`src/design/tkeis_defs.svh`:
```
`ifndef TKEIS_DEFS_SVH
`define TKEIS_DEFS_SVH
// ----------------------------------------
// Register offsets
// ----------------------------------------
`define TKEIS_OFS_INT_CFG 8'h01
`define TKEIS_OFS_FLAGS_LO 8'h02
`define TKEIS_OFS_FLAGS_HI 8'h03
`define TKEIS_OFS_IRQEN_LO 8'h04
`define TKEIS_OFS_IRQEN_HI 8'h05
`define TKEIS_OFS_CHEN_LO 8'h06
`define TKEIS_OFS_CHEN_HI 8'h07
`define TKEIS_OFS_MULTI 8'h08
`define TKEIS_OFS_AUTOREL 8'h09
`define TKEIS_OFS_REPEAT 8'h0a
`define TKEIS_OFS_SLEEP 8'h0b
`define TKEIS_OFS_WAKE_LO 8'h0c
`define TKEIS_OFS_WAKE_HI 8'h0d
`define TKEIS_OFS_GAIN 8'h0e
// ----------------------------------------
// Reset values
// ----------------------------------------
`define TKEIS_RST_EN_LO 8'hff
`define TKEIS_RST_EN_HI 7'h7f
// ----------------------------------------
// Field positions
// ----------------------------------------
`define TKEIS_B_HOLD_EN 3
`define TKEIS_B_REPEAT 2
`define TKEIS_B_IRQ_OFF 1
`define TKEIS_B_MULTI_EN 2
`define TKEIS_B_AREL_EN 3
`define TKEIS_B_SLEEP_EN 7
// ----------------------------------------
// Timing: one tick is 10 ms
// ----------------------------------------
`define TKEIS_CLK_HZ 100000000
`define TKEIS_TICK_MS 10
`define TKEIS_TICK_CYC (`TKEIS_CLK_HZ / 1000 * `TKEIS_TICK_MS)
`define TKEIS_STEP_50MS 8'h05
`define TKEIS_STEP_100MS 8'h0a
`define TKEIS_STEP_500MS 8'h32
`define TKEIS_HALF_S 11'h032
`define TKEIS_ONE_S 11'h064
`define TKEIS_CODE_500MS 4'ha
`define TKEIS_SLEEP_LIN 4'h9
`endif

```
`src/design/tkeis_pkg.sv`:
```
`default_nettype none
package tkeis_pkg;
  typedef struct packed {
    logic [7:0] addr;
    logic [7:0] wdata;
    logic wr;
    logic rd;
  } tkeis_req_t;
  typedef enum logic [1:0] {
    TKEIS_IDLE, TKEIS_FIRST, TKEIS_SECOND, TKEIS_REPEAT
  } tkeis_irq_state_t;
endpackage
`default_nettype wire

```
`src/design/tkeis_core.sv`:
```
// Contract
// Hold-recalibration enabled: recalibrate a key held for the hold time.
// Repeat select 0 gives one interrupt; 1 repeats while keys held.
// Interrupt function off bit 1 blocks the interrupt pin entirely.
// Fifteen read-only event flags set on press or release.
// Per-key interrupt enables, all reset to enabled.
// Per-key channel sense enables, all reset to enabled.
// Multi-touch enabled limits simultaneous keys to one, two or three.
// Without auto-release, interrupt stays low until both flag reads.
// Auto-release frees the interrupt after 10 to 200 ms.
// Second repeat interrupt one first-repeat delay after the first.
// Further interrupts one repeat period apart until release.
// Auto-sleep after idle time; divider is two to the code.
// Per-key wake enables reset zero; set key wakes from sleep.
// Gain code n scales count by n plus one into delta count.
// Hold time code 0 is 0.5 s, else that many seconds.
// Host reaches all registers by addressed byte reads and writes.
`include "tkeis_defs.svh"
`default_nettype none
module tkeis_core
  import tkeis_pkg::*;
#(
  parameter int KEYS = 15,
  parameter int COUNT_W = 12,
  parameter int TICK_CYC = `TKEIS_TICK_CYC
) (
  input wire logic clk,
  input wire logic rst_n,
  input wire tkeis_req_t req,
  output logic [7:0] rdata,
  input wire logic [KEYS-1:0] key_touch_pin,
  input wire logic [COUNT_W-1:0] raw_count,
  input wire logic [3:0] raw_key,
  input wire logic raw_valid,
  output logic interrupt_output_n,
  output logic [KEYS-1:0] key_sense_on,
  output logic [KEYS-1:0] recal_pulse,
  output logic [COUNT_W+3:0] key_delta_count,
  output logic [3:0] key_delta_index,
  output logic key_delta_valid,
  output logic sleep_active,
  output logic [7:0] sleep_clock_divider
);
  // ----------------------------------------
  // Register file
  // ----------------------------------------
  logic [7:0] int_cfg, irq_lo, chen_lo, multi, arel, rpt, slp, wake_lo, gain;
  logic [6:0] irq_hi, chen_hi, wake_hi;
  logic [KEYS-1:0] key_event_flags, next_flags;
  logic [KEYS-1:0] key_irq_enable, channel_sense_enable, sleep_wake_key_enable;
  logic rd_lo_seen, rd_hi_seen, next_rd_lo_seen, next_rd_hi_seen;
  assign key_irq_enable = {irq_hi, irq_lo};
  assign channel_sense_enable = {chen_hi, chen_lo};
  assign sleep_wake_key_enable = {wake_hi, wake_lo};
  always_ff @(posedge clk or negedge rst_n) begin
    if (!rst_n) begin
      int_cfg <= 8'h00;
      irq_lo <= `TKEIS_RST_EN_LO;
      irq_hi <= `TKEIS_RST_EN_HI;
      chen_lo <= `TKEIS_RST_EN_LO;
      chen_hi <= `TKEIS_RST_EN_HI;
      multi <= 8'h00;
      arel <= 8'h00;
      rpt <= 8'h00;
      slp <= 8'h00;
      wake_lo <= 8'h00;
      wake_hi <= 7'h00;
      gain <= 8'h00;
    end else if (req.wr) begin
      case (req.addr)
        `TKEIS_OFS_INT_CFG: int_cfg <= req.wdata;
        `TKEIS_OFS_IRQEN_LO: irq_lo <= req.wdata;
        `TKEIS_OFS_IRQEN_HI: irq_hi <= req.wdata[6:0];
        `TKEIS_OFS_CHEN_LO: chen_lo <= req.wdata;
        `TKEIS_OFS_CHEN_HI: chen_hi <= req.wdata[6:0];
        `TKEIS_OFS_MULTI: multi <= req.wdata;
        `TKEIS_OFS_AUTOREL: arel <= req.wdata;
        `TKEIS_OFS_REPEAT: rpt <= req.wdata;
        `TKEIS_OFS_SLEEP: slp <= req.wdata;
        `TKEIS_OFS_WAKE_LO: wake_lo <= req.wdata;
        `TKEIS_OFS_WAKE_HI: wake_hi <= req.wdata[6:0];
        `TKEIS_OFS_GAIN: gain <= req.wdata;
        default: ;
      endcase
    end
  end
  // Read mux; unmapped offsets return zero
  logic [7:0] next_rdata;
  always_comb begin
    case (req.addr)
      `TKEIS_OFS_INT_CFG: next_rdata = int_cfg;
      `TKEIS_OFS_FLAGS_LO: next_rdata = key_event_flags[7:0];
      `TKEIS_OFS_FLAGS_HI: next_rdata = {1'b0, key_event_flags[14:8]};
      `TKEIS_OFS_IRQEN_LO: next_rdata = irq_lo;
      `TKEIS_OFS_IRQEN_HI: next_rdata = {1'b0, irq_hi};
      `TKEIS_OFS_CHEN_LO: next_rdata = chen_lo;
      `TKEIS_OFS_CHEN_HI: next_rdata = {1'b0, chen_hi};
      `TKEIS_OFS_MULTI: next_rdata = multi;
      `TKEIS_OFS_AUTOREL: next_rdata = arel;
      `TKEIS_OFS_REPEAT: next_rdata = rpt;
      `TKEIS_OFS_SLEEP: next_rdata = slp;
      `TKEIS_OFS_WAKE_LO: next_rdata = wake_lo;
      `TKEIS_OFS_WAKE_HI: next_rdata = {1'b0, wake_hi};
      `TKEIS_OFS_GAIN: next_rdata = gain;
      default: next_rdata = 8'h00;
    endcase
  end
  // ----------------------------------------
  // Key pin synchroniser and multi-touch gate
  // ----------------------------------------
  logic [KEYS-1:0] s1, s2, s3, pressed, next_pressed;
  always_ff @(posedge clk or negedge rst_n) begin
    if (!rst_n) begin
      s1 <= '0;
      s2 <= '0;
      s3 <= '0;
    end else begin
      s1 <= key_touch_pin;
      s2 <= s1;
      s3 <= s2;
    end
  end
  function automatic logic [2:0] ones(input logic [KEYS-1:0] v);
    logic [2:0] n;
    n = 3'h0;
    for (int i = 0; i < KEYS; i++) begin
      if (v[i] && n != 3'h7) n = n + 3'h1;
    end
    return n;
  endfunction
  // A key changes only when two stages agree; new presses beyond the
  // limit are refused so earlier keys keep priority
  always_comb begin
    next_pressed = pressed;
    for (int i = 0; i < KEYS; i++) begin
      if (s2[i] == s3[i]) begin
        if (!channel_sense_enable[i] || !s3[i]) begin
          next_pressed[i] = 1'b0;
        end else if (!pressed[i]) begin
          if (!multi[`TKEIS_B_MULTI_EN] ||
              ones(next_pressed) < {1'b0, multi[1:0]}) begin
            next_pressed[i] = 1'b1;
          end
        end
      end
    end
  end
  logic [KEYS-1:0] key_change;
  assign key_change = pressed ^ next_pressed;
  // ----------------------------------------
  // Event flags and read-clear
  // ----------------------------------------
  logic rd_lo, rd_hi, both_read;
  assign rd_lo = req.rd && req.addr == `TKEIS_OFS_FLAGS_LO;
  assign rd_hi = req.rd && req.addr == `TKEIS_OFS_FLAGS_HI;
  assign both_read = (rd_lo || rd_lo_seen) && (rd_hi || rd_hi_seen);

  always_comb begin
    next_flags = key_event_flags;
    next_rd_lo_seen = rd_lo_seen || rd_lo;
    next_rd_hi_seen = rd_hi_seen || rd_hi;
    if (both_read) begin
      next_flags = '0;
      next_rd_lo_seen = 1'b0;
      next_rd_hi_seen = 1'b0;
    end
    next_flags = next_flags | key_change;
  end

  // ----------------------------------------
  // Time base and interrupt sequencing
  // ----------------------------------------
  localparam int PRE_W = $clog2(TICK_CYC);
  logic [PRE_W-1:0] pre;
  logic tick;
  always_ff @(posedge clk or negedge rst_n) begin
    if (!rst_n) pre <= '0;
    else if (tick) pre <= '0;
    else pre <= pre + 1'b1;
  end
  assign tick = (pre == PRE_W'(TICK_CYC - 1));
  function automatic logic [7:0] rpt_ticks(input logic [3:0] c);
    if (c <= `TKEIS_CODE_500MS) return 8'(c * `TKEIS_STEP_50MS);
    return 8'(`TKEIS_STEP_500MS +
              (c - `TKEIS_CODE_500MS) * `TKEIS_STEP_100MS);
  endfunction
  // Long codes step by 50 ms, starting at 100 ms
  function automatic logic [7:0] arel_ticks(input logic [2:0] c);
    if (c <= 3'h4) return 8'({5'h0, c} + 8'h01);
    return 8'(`TKEIS_STEP_50MS * ({5'h0, c} - 8'h03));
  endfunction
  tkeis_irq_state_t st, next_st;
  logic [7:0] itimer, next_itimer, atimer, next_atimer;
  logic irq_line, next_irq_line;
  logic [KEYS-1:0] irq_evt;
  logic new_evt, repeat_on;
  assign irq_evt = key_change & key_irq_enable;
  assign new_evt = |irq_evt;
  assign repeat_on = int_cfg[`TKEIS_B_REPEAT] && |(pressed & key_irq_enable);
  always_comb begin
    next_st = st;
    next_itimer = itimer;
    next_atimer = atimer;
    next_irq_line = irq_line;
    if (both_read) next_irq_line = 1'b0;
    if (irq_line && arel[`TKEIS_B_AREL_EN] && tick) begin
      if (atimer == 8'h01) next_irq_line = 1'b0;
      next_atimer = atimer - 8'h01;
    end
    case (st)
      TKEIS_IDLE: ;
      TKEIS_FIRST: next_itimer = rpt_ticks(rpt[3:0]);
      TKEIS_SECOND, TKEIS_REPEAT: begin
        if (tick && itimer != 8'h00) next_itimer = itimer - 8'h01;
      end
      default: next_st = TKEIS_IDLE;
    endcase
    if (st == TKEIS_FIRST) next_st = TKEIS_SECOND;
    if ((st == TKEIS_SECOND || st == TKEIS_REPEAT) &&
        tick && itimer == 8'h01) begin
      next_irq_line = 1'b1;
      next_atimer = arel_ticks(arel[2:0]);
      next_st = TKEIS_REPEAT;
      next_itimer = rpt_ticks(rpt[7:4]);
    end
    if ((st == TKEIS_SECOND && rpt[3:0] == 4'h0) ||
        (st == TKEIS_REPEAT && rpt[7:4] == 4'h0) || !repeat_on) begin
      if (st != TKEIS_FIRST) next_st = TKEIS_IDLE;
    end
    if (new_evt) begin
      next_irq_line = 1'b1;
      next_atimer = arel_ticks(arel[2:0]);
      next_st = int_cfg[`TKEIS_B_REPEAT] ? TKEIS_FIRST : TKEIS_IDLE;
    end
  end
  always_ff @(posedge clk or negedge rst_n) begin
    if (!rst_n) begin
      pressed <= '0;
      key_event_flags <= '0;
      rd_lo_seen <= 1'b0;
      rd_hi_seen <= 1'b0;
      st <= TKEIS_IDLE;
      itimer <= 8'h00;
      atimer <= 8'h00;
      irq_line <= 1'b0;
      interrupt_output_n <= 1'b1;
      rdata <= 8'h00;
      key_sense_on <= '1;
    end else begin
      pressed <= next_pressed;
      key_event_flags <= next_flags;
      rd_lo_seen <= next_rd_lo_seen;
      rd_hi_seen <= next_rd_hi_seen;
      st <= next_st;
      itimer <= next_itimer;
      atimer <= next_atimer;
      irq_line <= next_irq_line;
      interrupt_output_n <= !(next_irq_line &&
                              !int_cfg[`TKEIS_B_IRQ_OFF]);
      rdata <= next_rdata;
      key_sense_on <= channel_sense_enable & {KEYS{!sleep_active}};
    end
  end

  // ----------------------------------------
  // Hold recalibration
  // ----------------------------------------
  logic [10:0] hold_limit;
  assign hold_limit = (gain[3:0] == 4'h0) ? `TKEIS_HALF_S :
                      11'(gain[3:0] * `TKEIS_ONE_S);
  for (genvar g = 0; g < KEYS; g++) begin : g_hold
    tkeis_key_timer #(.LIMIT_W(11)) u_timer (
      .clk(clk),
      .rst_n(rst_n),
      .tick(tick),
      .hold(pressed[g]),
      .arm(int_cfg[`TKEIS_B_HOLD_EN]),
      .limit(hold_limit),
      .expired(recal_pulse[g])
    );
  end

  // ----------------------------------------
  // Gain scaling
  // ----------------------------------------
  always_ff @(posedge clk or negedge rst_n) begin
    if (!rst_n) begin
      key_delta_count <= '0;
      key_delta_index <= 4'h0;
      key_delta_valid <= 1'b0;
    end else begin
      key_delta_valid <= raw_valid;
      if (raw_valid) begin
        key_delta_index <= raw_key;
        key_delta_count <= (COUNT_W+4)'(raw_count *
                           ({1'b0, gain[7:4]} + 5'h01));
      end
    end
  end

  // ----------------------------------------
  // Auto-sleep
  // ----------------------------------------
  logic [10:0] idle, next_idle, sleep_limit;
  logic next_sleep;
  logic [3:0] ast;
  assign ast = slp[3:0];
  assign sleep_limit = (ast <= `TKEIS_SLEEP_LIN) ?
    11'(({7'h0, ast} + 11'h1) * `TKEIS_HALF_S) :
    11'(({7'h0, ast} - 11'h4) * `TKEIS_ONE_S);
  always_comb begin
    next_idle = idle;
    next_sleep = sleep_active;
    if (req.wr || req.rd || |key_change || !slp[`TKEIS_B_SLEEP_EN]) begin
      next_idle = 11'h0;
    end else if (tick && idle != sleep_limit) begin
      next_idle = idle + 11'h1;
    end
    if (slp[`TKEIS_B_SLEEP_EN] && tick && idle + 11'h1 == sleep_limit)
      next_sleep = 1'b1;
    if (req.wr || req.rd || |(s3 & sleep_wake_key_enable)) begin
      next_sleep = 1'b0;
    end
  end
  always_ff @(posedge clk or negedge rst_n) begin
    if (!rst_n) begin
      idle <= 11'h0;
      sleep_active <= 1'b0;
      sleep_clock_divider <= 8'h01;
    end else begin
      idle <= next_idle;
      sleep_active <= next_sleep;
      sleep_clock_divider <= 8'h01 << slp[6:4];
    end
  end
endmodule
`default_nettype wire

```
`src/design/tkeis_key_timer.sv`:
```
`include "tkeis_defs.svh"
`default_nettype none
module tkeis_key_timer
  import tkeis_pkg::*;
#(
  parameter int LIMIT_W = 11
) (
  input wire logic clk,
  input wire logic rst_n,
  input wire logic tick,
  input wire logic hold,
  input wire logic arm,
  input wire logic [LIMIT_W-1:0] limit,
  output logic expired
);
  logic [LIMIT_W-1:0] count;
  logic [LIMIT_W-1:0] next_count;
  logic next_expired;

  // Counts ticks while held, fires once per hold
  always_comb begin
    next_count = count;
    next_expired = 1'b0;
    if (!hold || !arm) begin
      next_count = '0;
    end else if (tick && count != limit) begin
      next_count = count + 1'b1;
      next_expired = (count + 1'b1 == limit);
    end
  end

  always_ff @(posedge clk or negedge rst_n) begin
    if (!rst_n) begin
      count <= '0;
      expired <= 1'b0;
    end else begin
      count <= next_count;
      expired <= next_expired;
    end
  end
endmodule
`default_nettype wire

```
`config.mk`:
```
export PLATFORM = sky130hd
export DESIGN_NAME = tkeis_core
export DESIGN_NICKNAME = d
export VERILOG_FILES = /design/src/design/tkeis_pkg.sv /design/src/design/tkeis_core.sv /design/src/design/tkeis_key_timer.sv
export VERILOG_INCLUDE_DIRS = /design/src /design/src/design
export SDC_FILE = /design/constraint.sdc
export NUM_CORES = 2
export LEC_CHECK = 0
export BUFFER_PORTS_ARGS = -buffer_cell sky130_fd_sc_hd__buf_2
export CORE_UTILIZATION = 59
export CTS_BUF_LIST = sky130_fd_sc_hd__clkbuf_4 sky130_fd_sc_hd__clkbuf_8
export DETAILED_ROUTE_END_ITERATION = 12
export MAX_ROUTING_LAYER = met4
export PLACE_DENSITY = 0.76
export REMOVE_ABC_BUFFERS = 1
export SYNTH_ARGS = -nofsm -noshare
export SYNTH_HDL_FRONTEND = slang
export SYNTH_SLANG_ARGS = --single-unit
```
`constraint.sdc`:
```
create_clock -name clk -period 309.2 [get_ports clk]
set_clock_uncertainty 0.15 [all_clocks]
set_input_delay 61.84 -clock clk [delete_from_list [all_inputs] [get_ports clk]]
set_output_delay 61.84 -clock clk [all_outputs]
set_load 0.01 [all_outputs]
```
==> results.yml <==
run_status:
  outcome: "finished, final reports clean"
setup_path:
  path_class: "reg2reg"
  reg2reg_from: "pressed[2]"
  path_buf_inv: 15
  reg2reg_to: "idle[6]"
  startpoint_type: "flip-flop"
  worstRegToRegCells: 627
  cp_max_fo: 15
  cpMaxStageDelayCell: "o21ai_1"
  crit_path_max_incr_delay_ns: 0.95
  reg2reg_setup_slack_ns: 159.69
  crit_family: "adder cells"
  worstPathArrival_ns: 149.88
  cp.required_ns: 309.57
  path_common_cell: "ha_1"
  crit_path_end_kind: "flip-flop"
clocking:
  clock-sinks: 454
  ctsHoldBuffers: 0
  cts_resized: 0
  cts_tree: "yes"
  cts.htree.levels: 3
  clock_latency_ns: 0.72
  cts_buffers: 84
  clk_path_buf_depth: 3
  clkTransAtPathRegs_ns: 0.07
  post-cts-setup-buffer-count: 0
  cts_root_buf: "clkbuf_8"
power_and_ir_drop:
  power.density_nw_per_um2: 4.42
  ir_worst_vdd_mv: 0.00622
  p_leak_nw: 20.4
hold_path:
  hold_path.class: "reg2reg"
  hold-path-cell-count: 0
  worstHoldStart: "s1[8]"
  min_to: "s2[8]"
global_routing:
  antenna_found_initial: 4
  grtUsageTotal: 0.305
  grt_overflow: 0
  grt_util_met3: 0.0418
  grt_first_pass_wirelength_mm: 169
  grt_pass1_vias: 32889
  top_usage_layer: "met2"
  use_met2: 0.491
  grt_start_max_net_pins: 163
  grtUsageMet1: 0.384
synthesis:
  synth_seq_area_share: 0.281
  yosys_register_bits: 454
  yosysUniqueCellTypes: 104
  yosysTopAreaCellShare: 0.250
  syn_inst: 4641
  synth_flop_cell: "dfrtp_1"
  synth_compound_area_frac: 0.122
  yosys-top-cells-area: "dfrtp_1 (25%), ha_1 (12%), xnor2_1 (8.1%)"
  synth_edf_count: 0
  synth_top_family_by_area: "simple AND/OR/NAND/NOR gates"
  syn_area_sq_um: 40700
  synth.avg_cell_area_sq_um: 8.77
  yosys.area_share.xor_xnor: 0.139
  synth.area.mux_share: 0.0848
  yosysTopAreaCell: "dfrtp_1"
  yosys_warnings: 0
  postSynth.asyncResetShare: 1.00
  synth.most_common_cell: "nand2_1"
  synthTopCellsByCount: "nand2_1 (446), nor2_1 (439), dfrtp_1 (407)"
  yosys.area_share.simple: 0.200
  yosys.area_share.adder: 0.134
floorplanning:
  fp.dieW_um: 265
  num_io_pins: 121
  rows: 95
  core_sq_um: 67800
  start_util: 0.601
  dieArea_sq_um: 70000
  die_h_um: 265
detailed_routing:
  via_count: 34070
  dr.pass1.iters: 7
  wirelength_mm: 104
  drtIter0Drc: 2646
  drc: 0
  post_drt_via_cell_ratio: 6.08
  routedWlPerCell_um: 18.6
  postRouteAntennaNets: 0
timing:
  slew_headroom: 0.188
  hold_viol: 0
  finalCritPeriodShare: 0.484
  layout_min_cycle_time_ns: 149.51
  max_freq_mhz: 6.69
  finalSetupViolations: 0
  rsz0062_at_grt: "false"
  tns_ns: 0
  slew_violations: 0
  worstMarginPinSlew_ns: 1.21
placement:
  globalplace.congestion: 0.997
  hpwlAfterDp_mm: 75.6
  port_buffers: 120
  placedInstanceArea_sq_um: 41800
finish:
  final_nets: 5125
  area_growth_pct: 7.56
  drive_above_1_share: 0.147
  design_area_sq_um: 43800
job:
  maxCapViolations: 0
==> layer usage <==
layer / vias to the layer above / share of wire
li1: 16260 / -
met4: 0 / 0.044
met5: - / 0
met1: 16438 / 0.43
met3: 306 / 0.062
met2: 1066 / 0.46
==> kinds of logic (layout without fill, tap and decap cells) <==
group / Yosys count / after routing
adders and majority gates: 414 / 414
and+or+nand+nor: 1667 / 1667
AOI/OAI and AO/OA: 756 / 756
DFF: 454 / 454
buffers and inverters: 406 / 495
muxes: 312 / 312
xor gates and xnor gates: 632 / 632
other: 0 / 2
==> cell type report <==
cell class | instances | area (sq um)
flip-flops and latches | 454 | 11400
well taps | 873 | 1090
fillers | 5617 | 24000
inverters | 169 | 634
clock buffers | 125 | 1600
diodes | 2 | 5.00
clock inverters | 32 | 319
multi-input cells | 3781 | 27700
repair buffers | 169 | 991
==> power by group <==
part | switching (mW) | internal, mW | total [mW] | leakage, nW
logic | 0.0352 | 0.0276 | 0.0628 | 13.5
clock network | 0.0284 | 0.0371 | 0.0655 | 1.01
registers | 0.00292 | 0.0623 | 0.0652 | 5.94
total | 0.0664 | 0.127 | 0.194 | 20.4
==> cells in the final DEF, fill, tap and decap left out, types with 21 or more instances in the layout <==
cell type,instances
mux2_2,259
a21o_1,51
o211ai_1,32
clkbuf_8,106
nand4_1,41
buf_4,48
a21oi_1,202
and3_1,96
inv_1,167
nand3_1,139
dfstp_2,47
nor3_1,83
nor2_1,435
dfrtp_1,407
a22oi_1,24
o31ai_1,21
fa_1,38
nand2b_1,106
a31oi_1,31
nand2_1,446
a221oi_1,26
buf_2,119
and2_1,37
xnor2_1,374
or3_1,41
mux2i_1,50
xor2_1,248
nor4_1,44
ha_1,376
o21ai_0,189
nor2b_1,98
==> registers in the layout, summed over array words and instances (netlist names), 11 cells and up <==
signal,flops
g_hold.u_timer.expired,15
pressed,15
key_sense_on,15
g_hold.u_timer.count,165
s2,15
s1,15
key_event_flags,15
idle,11
key_delta_count,16
s3,15
pre,20
==> worst reg2reg max path, delay by kind of cell, from the launching register on <==
family	cells	cell delay, ns
buf+inv	15	1.59
fa+ha+maj	233	46.48
simple gates	161	38.31
mux	81	29.69
compound gates	60	13.75
xor+xnor	77	18.59
flops	1	0.78
==> metrics by stage <==
step	utilization	hold WS (ns)	setup slack (ns)	cells	power, mW
after global placement	0.618	0.182	164.86	5446	0.126
after floorplan	-	0.181	174.56	4404	0.112
final	0.646	0.193	159.69	5605	0.194
after detailed placement	0.618	0.186	161.06	5446	0.128
after global routing	0.646	0.196	149.29	5605	0.206
after CTS	0.646	0.195	160.47	5603	0.195
==> how the worst max path moves through the flow <==
stage | startpoint | to | slack (ns) | cells past startpoint
floorplan | pressed[2] | atimer[3] | 174.56 | 625
global placement | pressed[2] | idle[0] | 164.86 | 625
detailed placement | pressed[2] | idle[7] | 161.06 | 626
CTS | pressed[2] | idle[6] | 160.47 | 627
global route | pressed[2] | idle[2] | 149.29 | 628
finish | pressed[2] | idle[6] | 159.69 | 627
No activity file was read; power rests on OpenSTA's default activity.
